[src/ipd_pkg.sv]
// Purpose: Shared constants for the input-port function dispatcher.
// Assumes: APB slave with 32-bit data, one clock, synchronous active-high reset.
// Notes: Offsets are byte addresses; each register is one aligned word.
//
// Operation
// - Program-number bits 5, 6, 7 weigh 16, 32, 64 in binary and 10, 20, 40 in decimal mode.
// - A port set to function 16 clears the present error on every rising edge of its input.
// - Function 17 resets the drive cutoff on a rising edge, only once its cause is gone.
// - Axes whose drive power or cutoff circuit is not ours get no cutoff control at all.
// - Function 18 starts homing of every valid axis on a rising edge.
// - Function 19 starts homing of the valid incremental-encoder axes only, on a rising edge.
// - The movement permission input, function 20, is sampled only until operation starts.
// - Function 21 high or the front selector at manual gives manual mode, else auto mode.
// - The port that carries function 21 bypasses the input filter.
// - While a function 22 port is high the axis 1 brake is forced released.
// - While a function 23 port is high the axis 2 brake is forced released.
// - With two axes synchronized, the slave brake follows the master brake, not its own input.

package ipd_pkg;

  localparam int APB_AW = 12;
  localparam int NPORTS_DEF = 8;
  localparam int NAXES = 2;
  localparam int FUNC_W = 5;

  // Register map.
  localparam logic [11:0] REG_CTRL = 12'h000;
  localparam logic [11:0] REG_AXCFG = 12'h004;
  localparam logic [11:0] REG_STATUS = 12'h008;
  localparam logic [11:0] REG_LEVELS = 12'h00c;
  localparam logic [11:0] REG_FUNC_BASE = 12'h040;

  // Control register fields.
  localparam int CTRL_DECIMAL = 0;
  localparam int CTRL_OPSTART = 1;
  localparam int CTRL_FILTEN = 2;
  localparam int CTRL_SYNCEN = 3;
  localparam int CTRL_SYNCM2 = 4;
  localparam int CTRL_W = 5;
  localparam logic [4:0] CTRL_RESET = 5'h04;

  // Axis configuration fields: valid, incremental, internal drive, two bits each.
  localparam int AX_VALID = 0;
  localparam int AX_INCR = 2;
  localparam int AX_INTDRV = 4;
  localparam int AXCFG_W = 6;
  localparam logic [5:0] AXCFG_RESET = 6'h33;

  // Status register fields.
  localparam int ST_ERROR = 0;
  localparam int ST_CUTOFF = 1;
  localparam int ST_MANUAL = 3;
  localparam int ST_PERMIT = 4;
  localparam int ST_BRAKE = 5;
  localparam int ST_PROG = 8;

  // Function values.
  localparam logic [4:0] FN_PROG5 = 5'h0d;
  localparam logic [4:0] FN_PROG6 = 5'h0e;
  localparam logic [4:0] FN_PROG7 = 5'h0f;
  localparam logic [4:0] FN_ERRRST = 5'h10;
  localparam logic [4:0] FN_CUTRST = 5'h11;
  localparam logic [4:0] FN_HOMEALL = 5'h12;
  localparam logic [4:0] FN_HOMEINC = 5'h13;
  localparam logic [4:0] FN_PERMIT = 5'h14;
  localparam logic [4:0] FN_REMOTE = 5'h15;
  localparam logic [4:0] FN_BRAKE1 = 5'h16;
  localparam logic [4:0] FN_BRAKE2 = 5'h17;

  // Program-number weights of bits 5, 6 and 7.
  localparam logic [6:0] WB5 = 7'h10;
  localparam logic [6:0] WB6 = 7'h20;
  localparam logic [6:0] WB7 = 7'h40;
  localparam logic [6:0] WD5 = 7'h0a;
  localparam logic [6:0] WD6 = 7'h14;
  localparam logic [6:0] WD7 = 7'h28;

  // Hold time the outside party keeps program bits; informs the filter only.
  localparam int PROG_HOLD_MS = 100;
  localparam int FILT_CYCLES_DEF = 16;

endpackage

[src/ipd_debounce.sv]
// Purpose: Input filter for one discrete input port.
// Assumes: Input already synchronous to clk.
// Notes: Unless bypass is set, a change passes only after it stays stable for HOLD cycles.
`timescale 1ns/1ns
`default_nettype none

module ipd_debounce #(
  parameter int HOLD = 16
) (
  input wire logic clk,
  input wire logic reset,
  input wire logic bypass,
  input wire logic rawIn,
  output logic cleanOut
);

  localparam int CW = $clog2(HOLD + 1);

  typedef struct packed {
    logic out;
    logic [CW-1:0] cnt;
  } ipd_flt_s;

  ipd_flt_s s_r;
  ipd_flt_s s_nxt;

  always_comb begin
    s_nxt = s_r;
    if (bypass) begin
      s_nxt.out = rawIn;
      s_nxt.cnt = '0;
    end else if (rawIn == s_r.out) begin
      s_nxt.cnt = '0;
    end else if (s_r.cnt == CW'(HOLD - 1)) begin
      s_nxt.out = rawIn;
      s_nxt.cnt = '0;
    end else begin
      s_nxt.cnt = s_r.cnt + 1'b1;
    end
  end

  always_ff @(posedge clk) begin
    if (reset) begin
      s_r <= '0;
    end else begin
      s_r <= s_nxt;
    end
  end

  assign cleanOut = s_r.out;

endmodule

`default_nettype wire

[src/ipd_input_dispatch.sv]
// Purpose: Turns discrete input port levels and edges into controller actions.
// Assumes: APB slave, zero wait states; inputs synchronous to clk.
// Notes: Each port gets a function value through its own register.
`timescale 1ns/1ns
`default_nettype none

module ipd_input_dispatch #(
  parameter int NPORTS = ipd_pkg::NPORTS_DEF,
  parameter int FILT_CYCLES = ipd_pkg::FILT_CYCLES_DEF
) (
  input wire logic clk,
  input wire logic reset,
  input wire logic psel,
  input wire logic penable,
  input wire logic pwrite,
  input wire logic [ipd_pkg::APB_AW-1:0] paddr,
  input wire logic [31:0] pwdata,
  output logic [31:0] prdata,
  output logic pready,
  output logic pslverr,
  input wire logic [NPORTS-1:0] discreteInputPort,
  input wire logic frontManual,
  input wire logic errorRaise,
  input wire logic [ipd_pkg::NAXES-1:0] cutoffCause,
  output logic errorActive,
  output logic [ipd_pkg::NAXES-1:0] driveCutoff,
  output logic [ipd_pkg::NAXES-1:0] homeStart,
  output logic [ipd_pkg::NAXES-1:0] brakeRelease,
  output logic manualOperationMode,
  output logic hostOrPendantPermit,
  output logic [6:0] progHighNumber
);

  import ipd_pkg::*;

  typedef struct packed {
    logic [31:0] prdata;
    logic pready;
    logic pslverr;
    logic [CTRL_W-1:0] ctrl;
    logic [AXCFG_W-1:0] axcfg;
    logic [NPORTS-1:0][FUNC_W-1:0] func;
    logic [NPORTS-1:0] prevIn;
    logic errorActive;
    logic [NAXES-1:0] cutoff;
    logic [NAXES-1:0] homeStart;
    logic [NAXES-1:0] brake;
    logic manual;
    logic permit;
    logic [6:0] progHigh;
  } ipd_state_s;

  ipd_state_s s_r;
  ipd_state_s s_nxt;

  logic [NPORTS-1:0] filtered;
  logic [NPORTS-1:0] bypass;

  // Ports carrying one function value.
  function automatic logic [NPORTS-1:0] portsWith(
    input logic [NPORTS-1:0][FUNC_W-1:0] fs,
    input logic [FUNC_W-1:0] code
  );
    logic [NPORTS-1:0] m;
    m = '0;
    for (int i = 0; i < NPORTS; i++) begin
      m[i] = (fs[i] == code);
    end
    return m;
  endfunction

  // Byte address of a port's function register.
  function automatic logic [APB_AW-1:0] funcAddr(input int idx);
    return APB_AW'(REG_FUNC_BASE) + APB_AW'(idx * 4);
  endfunction

  genvar g;
  generate
    for (g = 0; g < NPORTS; g++) begin : gPort
      // The remote-mode port skips the filter so mode changes are not held for the filter time.
      assign bypass[g] = (s_r.func[g] == FN_REMOTE) || !s_r.ctrl[CTRL_FILTEN];
      ipd_debounce #(
        .HOLD(FILT_CYCLES)
      ) uFilter (
        .clk(clk),
        .reset(reset),
        .bypass(bypass[g]),
        .rawIn(discreteInputPort[g]),
        .cleanOut(filtered[g])
      );
    end
  endgenerate

  always_comb begin
    logic [NPORTS-1:0] rise;
    logic lvP5;
    logic lvP6;
    logic lvP7;
    logic rsErr;
    logic rsCut;
    logic rsHomeAll;
    logic rsHomeInc;
    logic lvPermit;
    logic lvRemote;
    logic [NAXES-1:0] rawBrake;
    logic [NAXES-1:0] valid;
    logic [NAXES-1:0] incr;
    logic [NAXES-1:0] intDrv;
    logic [31:0] rdata;
    logic hit;
    rise = '0;
    lvP5 = 1'b0;
    lvP6 = 1'b0;
    lvP7 = 1'b0;
    rsErr = 1'b0;
    rsCut = 1'b0;
    rsHomeAll = 1'b0;
    rsHomeInc = 1'b0;
    lvPermit = 1'b0;
    lvRemote = 1'b0;
    rawBrake = '0;
    valid = '0;
    incr = '0;
    intDrv = '0;
    rdata = '0;
    hit = 1'b0;

    s_nxt = s_r;
    s_nxt.pready = 1'b0;
    s_nxt.pslverr = 1'b0;
    s_nxt.homeStart = '0;

    // Edges come from the filtered sample against last cycle's sample.
    rise = filtered & ~s_r.prevIn;
    s_nxt.prevIn = filtered;

    // Values 24 to 27 and above match no decode below and so do nothing.
    lvP5 = |(filtered & portsWith(s_r.func, FN_PROG5));
    lvP6 = |(filtered & portsWith(s_r.func, FN_PROG6));
    lvP7 = |(filtered & portsWith(s_r.func, FN_PROG7));
    rsErr = |(rise & portsWith(s_r.func, FN_ERRRST));
    rsCut = |(rise & portsWith(s_r.func, FN_CUTRST));
    rsHomeAll = |(rise & portsWith(s_r.func, FN_HOMEALL));
    rsHomeInc = |(rise & portsWith(s_r.func, FN_HOMEINC));
    lvPermit = |(filtered & portsWith(s_r.func, FN_PERMIT));
    lvRemote = |(filtered & portsWith(s_r.func, FN_REMOTE));
    rawBrake[0] = |(filtered & portsWith(s_r.func, FN_BRAKE1));
    rawBrake[1] = |(filtered & portsWith(s_r.func, FN_BRAKE2));

    valid = s_r.axcfg[AX_VALID +: NAXES];
    incr = s_r.axcfg[AX_INCR +: NAXES];
    intDrv = s_r.axcfg[AX_INTDRV +: NAXES];

    // Upper program-number contribution.
    if (s_r.ctrl[CTRL_DECIMAL]) begin
      s_nxt.progHigh = (lvP5 ? WD5 : 7'h00) + (lvP6 ? WD6 : 7'h00) + (lvP7 ? WD7 : 7'h00);
    end else begin
      s_nxt.progHigh = (lvP5 ? WB5 : 7'h00) + (lvP6 ? WB6 : 7'h00) + (lvP7 ? WB7 : 7'h00);
    end

    // A new error in the clearing cycle survives the clear.
    s_nxt.errorActive = errorRaise || (s_r.errorActive && !rsErr);

    for (int a = 0; a < NAXES; a++) begin
      if (!intDrv[a]) begin
        s_nxt.cutoff[a] = 1'b0;
      end else if (cutoffCause[a]) begin
        s_nxt.cutoff[a] = 1'b1;
      end else if (rsCut) begin
        s_nxt.cutoff[a] = 1'b0;
      end
    end

    s_nxt.homeStart = ({NAXES{rsHomeAll}} & valid)
                    | ({NAXES{rsHomeInc}} & valid & incr);

    // Once operation runs, the permission is frozen at its last sample.
    if (!s_r.ctrl[CTRL_OPSTART]) begin
      s_nxt.permit = lvPermit;
    end

    s_nxt.manual = lvRemote || frontManual;

    s_nxt.brake = rawBrake;
    if (s_r.ctrl[CTRL_SYNCEN]) begin
      if (s_r.ctrl[CTRL_SYNCM2]) begin
        s_nxt.brake[0] = rawBrake[1];
      end else begin
        s_nxt.brake[1] = rawBrake[0];
      end
    end

    // Setup cycle: decode and present read data so the access phase ends at once.
    if (psel && !penable) begin
      s_nxt.pready = 1'b1;
      hit = 1'b1;
      unique case (APB_AW'(paddr))
        APB_AW'(REG_CTRL): begin
          rdata[CTRL_W-1:0] = s_r.ctrl;
        end
        APB_AW'(REG_AXCFG): begin
          rdata[AXCFG_W-1:0] = s_r.axcfg;
        end
        APB_AW'(REG_STATUS): begin
          rdata[ST_ERROR] = s_r.errorActive;
          rdata[ST_CUTOFF +: NAXES] = s_r.cutoff;
          rdata[ST_MANUAL] = s_r.manual;
          rdata[ST_PERMIT] = s_r.permit;
          rdata[ST_BRAKE +: NAXES] = s_r.brake;
          rdata[ST_PROG +: 7] = s_r.progHigh;
        end
        APB_AW'(REG_LEVELS): begin
          rdata[NPORTS-1:0] = s_r.prevIn;
        end
        default: begin
          hit = 1'b0;
          for (int i = 0; i < NPORTS; i++) begin
            if (paddr == funcAddr(i)) begin
              hit = 1'b1;
              rdata[FUNC_W-1:0] = s_r.func[i];
            end
          end
        end
      endcase
      s_nxt.prdata = hit ? rdata : 32'h00000000;
      s_nxt.pslverr = !hit;
    end

    // Writes take effect at the access edge; status and levels are read-only.
    if (psel && penable && pwrite && s_r.pready && !s_r.pslverr) begin
      if (paddr == APB_AW'(REG_CTRL)) begin
        s_nxt.ctrl = pwdata[CTRL_W-1:0];
      end
      if (paddr == APB_AW'(REG_AXCFG)) begin
        s_nxt.axcfg = pwdata[AXCFG_W-1:0];
      end
      for (int i = 0; i < NPORTS; i++) begin
        if (paddr == funcAddr(i)) begin
          s_nxt.func[i] = pwdata[FUNC_W-1:0];
        end
      end
    end
  end

  always_ff @(posedge clk) begin
    if (reset) begin
      s_r <= '0;
      s_r.ctrl <= CTRL_RESET;
      s_r.axcfg <= AXCFG_RESET;
    end else begin
      s_r <= s_nxt;
    end
  end

  assign prdata = s_r.prdata;
  assign pready = s_r.pready;
  assign pslverr = s_r.pslverr;
  assign errorActive = s_r.errorActive;
  assign driveCutoff = s_r.cutoff;
  assign homeStart = s_r.homeStart;
  assign brakeRelease = s_r.brake;
  assign manualOperationMode = s_r.manual;
  assign hostOrPendantPermit = s_r.permit;
  assign progHighNumber = s_r.progHigh;

endmodule

`default_nettype wire

[config.mk]
export PLATFORM = sky130hd
export DESIGN_NAME = ipd_input_dispatch
export DESIGN_NICKNAME = d
export VERILOG_FILES = /design/src/ipd_pkg.sv /design/src/ipd_debounce.sv /design/src/ipd_input_dispatch.sv
export SDC_FILE = /design/constraint.sdc
export NUM_CORES = 1
export LEC_CHECK = 0
export ABC_AREA = 1
export ABC_CLOCK_PERIOD_IN_PS = 2500
export BUFFER_PORTS_ARGS = -buffer_cell sky130_fd_sc_hd__buf_4
export CELL_PAD_IN_SITES_DETAIL_PLACEMENT = 0
export CELL_PAD_IN_SITES_GLOBAL_PLACEMENT = 1
export CORE_UTILIZATION = 43
export CTS_BUF_LIST = sky130_fd_sc_hd__clkbuf_4
export DETAILED_ROUTE_END_ITERATION = 10
export PLACE_DENSITY_LB_ADDON = 0.1
export SLEW_MARGIN = 10
export SYNTH_ARGS = -nofsm -noshare
export SYNTH_HDL_FRONTEND = slang
export SYNTH_HIERARCHICAL = 1
export SYNTH_SLANG_ARGS = --single-unit
export TNS_END_PERCENT = 100
[constraint.sdc]
create_clock -name clk -period 2.5 [get_ports clk]
set_clock_uncertainty 0.1 [all_clocks]
set_input_delay 0.375 -clock clk [delete_from_list [all_inputs] [get_ports clk]]
set_output_delay 0.375 -clock clk [all_outputs]
set_load 0.01 [all_outputs]
==> flow_metrics.tcl, run 1 <==
set metrics [dict create \
    grt_first_pass_wirelength_um 33400 \
    place.gp.congestion 0.951 \
    synth.most_common_cell "nand2_1" \
    slew_violations 0 \
    worst-endpoint-arrival_ns 2.61 \
    slew_headroom 0.574 \
    ant_nets 0 \
    status "completed" \
    dp_hpwl_um 16300 \
    finalSetupViolCount 0 \
    post_cts.repair.setup_buffers 0 \
    crit_start "s_r[48]$_SDFFE_PP0P_" \
    track_usage 0.240 \
    crit_fanout 4 \
    io-pin-count 111 \
    fmax_mhz 442 \
    async_reset_ff_frac 0 \
    ir_drop_mv 0.330 \
    cts.reportedPaths.clkPinSlew_ns 0.13 \
    hold_viol_final 0 \
    syn_area_um2 7760 \
    synth_ff_type "dfxtp_1" \
    core-area_um2 17500 \
    area_growth_syn_to_layout_pct 12.1 \
    synth_area_leaders "dfxtp_1, nand2_1, inv_1, nor2_1, a21oi_1" \
    reg2reg_depth 10 \
    path_class "reg -> reg" \
    avgSynthCellArea_um2 7.04 \
    grt.overflow.total 0 \
    yosysSeqAreaShare 0.356 \
    min_from "frontManual" \
    min_period_over_period 0.905 \
    synthDistinctLibCells 50 \
    drt-wirelength-per-cell_um 15.2 \
    cts_sinks 138 \
    power_density_nw_per_um2 465 \
    setup-tns-final_ns 0 \
    grt_pass1_vias 6346 \
    numCtsBuffers 17 \
    grt_max_degree 59 \
    initial_core_util 0.444 \
    drc_errors 0 \
    fin_util 0.498 \
    rsz0062_at_grt "no" \
    layout-drive-gt1-share 0.182 \
    reg2reg_slack_ns 0.24 \
    via_per_inst 5.11 \
    die_x_um 136 \
    portBuffers 65 \
    rows 48 \
    hold_class "in -> reg" \
    drt_iter0_markers 515 \
    die_h_um 136 \
    clk_latency_ns 0.56 \
    p_leak_uw 0.00365 \
    reg2reg_from "s_r[48]$_SDFFE_PP0P_" \
    clock_tree.htree_level_count 4 \
    ys_seq_elements 138 \
    yosys.area.top_type_share 0.356 \
    timing.final.crit_period_ns 2.26 \
    cts_tree "built" \
    start_kind "flip-flop" \
    syn_inst 1102 \
    yosysTopAreaCell "dfxtp_1" \
    r2r-end "progHighNumber[4]$_SDFF_PP0_" \
    final_nets 1248 \
    vias 7195 \
    yosysWarnings 6 \
    critPathCapture "progHighNumber[4]$_SDFF_PP0_" \
    wirelength_um 21400 \
    clockRootBuffer "clkbuf_4" \
    synth_edf_count 0 \
    fill_cells 1863 \
    cp-end-kind "flip-flop" \
    dr.pass1.iters 6 \
    die-area_um2 18600 \
    maxCapViolations 0 \
    worstPathRequired_ns 2.85 \
    antenna_found_initial 1 \
    netlist_top_cells_count "nand2_1, inv_1, dfxtp_1, nor2_1, a21oi_1" \
    clockBufferDepth 2 \
    worst_pin_slew_ns 0.638 \
]
[critical path, cell delays in order (launching register included)]
cell and delay [ns]:
dfxtp_1 0.39, inv_1 0.09, nand4_1 0.16, inv_1 0.08
a221oi_1 0.41, buf_4 0.20, nand2_1 0.06, ha_1 0.19
ha_1 0.28, o21ai_0 0.16, a31oi_1 0.06
[per-layer routing]
metal | part of all wire | vias to the layer above | GRT usage
met5 | 0 | - | 0
met4 | 0.021 | 0 | 0.0815
met3 | 0.063 | 33 | 0.0537
met2 | 0.45 | 233 | 0.386
met1 | 0.47 | 3267 | 0.315
li1 | - | 3662 | -
[cells in the final DEF, fill, tap and decap left out, types with 17 or more instances in the layout]
master and instances:
buf_4 80, conb_1 19, nand4_1 29, nand2_1 191
inv_2 27, a21oi_1 77, o22ai_1 18, nor3_1 24
nand3_1 64, inv_1 146, dfxtp_1 138, clkbuf_4 17
nand2_2 21, o21ai_0 61, nor2_4 17, ha_1 18
nor2_1 119
[kinds of logic after synthesis]
kind of cell	after synthesis	synth area share
xor+xnor	9	0.0102
flops	138	0.356
other cells	1	0.000483
simple gates	496	0.309
compound gates	200	0.151
buf+inv	240	0.144
fa+ha+maj	18	0.0290
[final cells by class]
| class | instances | area (µm²) | share of cell area |
|---|---|---|---|
| clock inverter | 15 | 165 | 0.0190 |
| inverter | 176 | 666 | 0.0765 |
| timing repair buffer | 94 | 751 | 0.0863 |
| tap | 225 | 282 | 0.0324 |
| sequential | 138 | 2760 | 0.318 |
| multi-input combinational | 742 | 3940 | 0.453 |
| clock buffer | 17 | 128 | 0.0147 |
| antenna | 1 | 2.50 | 0.000288 |
[power breakdown]
| group | leakage (µW) | switching [µW] | internal, µW |
|---|---|---|---|
| combinational | 0.00237 | 173 | 108 |
| clock | 0.000163 | 910 | 616 |
| sequential | 0.00112 | 16.2 | 2220 |
[through the flow]
step	setup WS [ns]	hold slack (ns)	cell area, µm²	total power, µW	std cells
6_report	0.238	0.0529	8700	4040	1408
5_1_grt	0.0592	0.0173	8700	4220	1408
4_1_cts	0.256	0.00898	8690	4100	1407
3_5_place_dp	0.276	0.353	8270	2550	1362
3_3_place_gp	0.265	0.346	8270	2550	1362
2_1_floorplan	0.589	0.330	7820	2460	1120
[state kept, by name, summed over array words and instances, names as in the netlist, 2 cells and up]
| name | count |
|---|---|
| brakeRelease | 2 |
| driveCutoff | 2 |
| gPort.uFilter/cleanOut | 8 |
| gPort.uFilter/s_r | 40 |
| homeStart | 2 |
| prdata | 14 |
| progHighNumber | 6 |
| s_r | 59 |
[worst min-delay path by stage]
stage                                              end  slack (ns)  cells past startpoint
floorplan                  driveCutoff[1]$_SDFFE_PP0P_        0.33                      2
finish                  manualOperationMode$_SDFF_PP0_        0.05                      3
CTS                     manualOperationMode$_SDFF_PP0_       0.009                      3
global route            manualOperationMode$_SDFF_PP0_        0.02                      3
global placement    gPort[5].uFilter/s_r[0]$_SDFF_PP0_        0.35                      1
detailed placement  gPort[2].uFilter/s_r[0]$_SDFF_PP0_        0.35                      1
[timing repair]
action | in CTS | in global routing
resized for setup | 0 | 0
endpoints found under the hold margin | 15 | 0
hold buffers | 13 | 0
No activity file was read; power rests on OpenSTA's default activity.
==> inputs of run 2 (changes only) <==
- BUFFER_PORTS_ARGS: -buffer_cell sky130_fd_sc_hd__buf_4 -> -buffer_cell sky130_fd_sc_hd__buf_2
- HOLD_SLACK_MARGIN: default -> 0.15
==> flow_metrics.tcl, run 2 (same netlist as run 1, synthesis figures left out) <==
set metrics [dict create \
    status "completed" \
    slew_headroom 0.527 \
    grt_pass1_vias 6421 \
    worstPathRequired_ns 2.84 \
    drt-wirelength-per-cell_um 15.4 \
    whs_path_depth 3 \
    clk_latency_ns 0.55 \
    drt_iter0_markers 427 \
    core-area_um2 17500 \
    cts_sinks 138 \
    reg2reg_depth 11 \
    die_x_um 136 \
    dp_hpwl_um 16500 \
    portBuffers 65 \
    timing.final.crit_period_ns 2.25 \
    initial_core_util 0.444 \
    largest_register "s_r" \
    die_h_um 136 \
    crit_fanout 6 \
    wirelength_um 21800 \
    io-pin-count 111 \
    clockRootBuffer "clkbuf_4" \
    cp-end-kind "flip-flop" \
    drc_errors 0 \
    most-common-layout-cells "nand2_1, inv_1, dfxtp_1" \
    grt.overflow.total 0 \
    clockBufferDepth 2 \
    finalSetupViolCount 0 \
    path_class "reg -> reg" \
    clock_tree.htree_level_count 4 \
    reg2reg_slack_ns 0.25 \
    p_leak_uw 0.00367 \
    largest_reg_flops 59 \
    vias 7100 \
    min_period_over_period 0.899 \
    grt_max_degree 59 \
    hold_viol_final 0 \
    fmax_mhz 445 \
    post_cts_resized 0 \
    numCtsBuffers 17 \
    finalPower_uw 4240 \
    area_growth_syn_to_layout_pct 11.7 \
    track_usage 0.248 \
    ir_drop_mv 0.271 \
    ant_nets 0 \
    final_common_cell "nand2_1" \
    rows 48 \
    layout-drive-gt1-share 0.180 \
    start_kind "flip-flop" \
    power_density_nw_per_um2 489 \
    rsz0062_at_grt "no" \
    worst-endpoint-arrival_ns 2.59 \
    maxCapViolations 0 \
    dr.pass1.iters 5 \
    grt_first_pass_wirelength_um 34300 \
    post_cts.repair.setup_buffers 0 \
    setup-tns-final_ns 0 \
    slew_violations 0 \
    via_per_inst 5.02 \
    final_nets 1256 \
    hold_class "in -> reg" \
    die-area_um2 18600 \
    cts.reportedPaths.clkPinSlew_ns 0.12 \
    cts_tree "built" \
    place.gp.congestion 0.949 \
    worst_pin_slew_ns 0.708 \
    antenna_found_initial 1 \
]
-- run 2: cell types whose count changed in the layout (fill, tap and decap cells not counted), sizes merged --
cell / before / now
clkinv: 8 / 6
clkinvlp: 0 / 2
inv: 181 / 176
clkbuf: 17 / 18
buf: 81 / 83
dlygate4sd3: 13 / 19
bufinv: 2 / 5
-- run 2: metal layers --
layer	routed length, µm	global-route usage
met1	10700	0.338
met2	9640	0.393
met3	1060	0.0500
met4	351	0.0710
met5	0	0
-- run 2: path summary, 6_finish.rpt --
path,to,from
worst max-delay path,progHighNumber[4]$_SDFF_PP0_,gPort[7].uFilter/cleanOut$_SDFFE_PP0P_
worst min-delay path,s_r[68]$_SDFFE_PP1P_,pwdata[4]
worst max register to register,progHighNumber[4]$_SDFF_PP0_,gPort[7].uFilter/cleanOut$_SDFFE_PP0P_
worst min register to register,driveCutoff[1]$_SDFFE_PP0P_,s_r[69]$_SDFFE_PP1P_
-- run 2: where the power goes --
part | switching (µW) | internal [µW] | leakage [µW] | total [µW]
clock network | 837 | 894 | 0.000173 | 1730
registers | 15.2 | 2220 | 0.00112 | 2230
logic | 175 | 97.9 | 0.00238 | 273
total | 1030 | 3210 | 0.00367 | 4240
-- run 2: area by class of cell --
cell class | instances | area [µm²]
clock buffer | 18 | 135
inverter | 176 | 666
sequential | 138 | 2760
tap | 225 | 282
multi-input combinational | 742 | 3940
clock inverter | 13 | 200
fill | 1882 | 8810
timing repair buffer | 102 | 676
antenna | 1 | 2.50
-- run 2: critical path: stages (launching register included) --
cell and delay, ns:
dfxtp_1 0.45, inv_1 0.08, nor3_1 0.34, nand2_1 0.11, o21ai_0 0.11, a221oi_1 0.10, buf_4 0.18, nand2_1 0.06
ha_1 0.17, ha_1 0.23, o21ai_0 0.16, a31oi_1 0.06
-- run 2: metrics by stage --
step	cells	worst slack, ns	util	hold slack (ns)	cell area (µm²)
global route	1415	0.0864	0.496	0.155	8660
detailed placement	1364	0.275	0.466	0.349	8140
CTS	1414	0.259	0.496	0.152	8660
floorplan	1120	0.589	-	0.330	7820
finish	1415	0.253	0.496	0.191	8660
global placement	1364	0.271	0.466	0.343	8140
-- run 2: repair_timing --
item                                   4_1_cts  5_1_grt
setup endpoints to repair                    0        0
hold buffers                                19        0
endpoints found under the hold margin       72        0
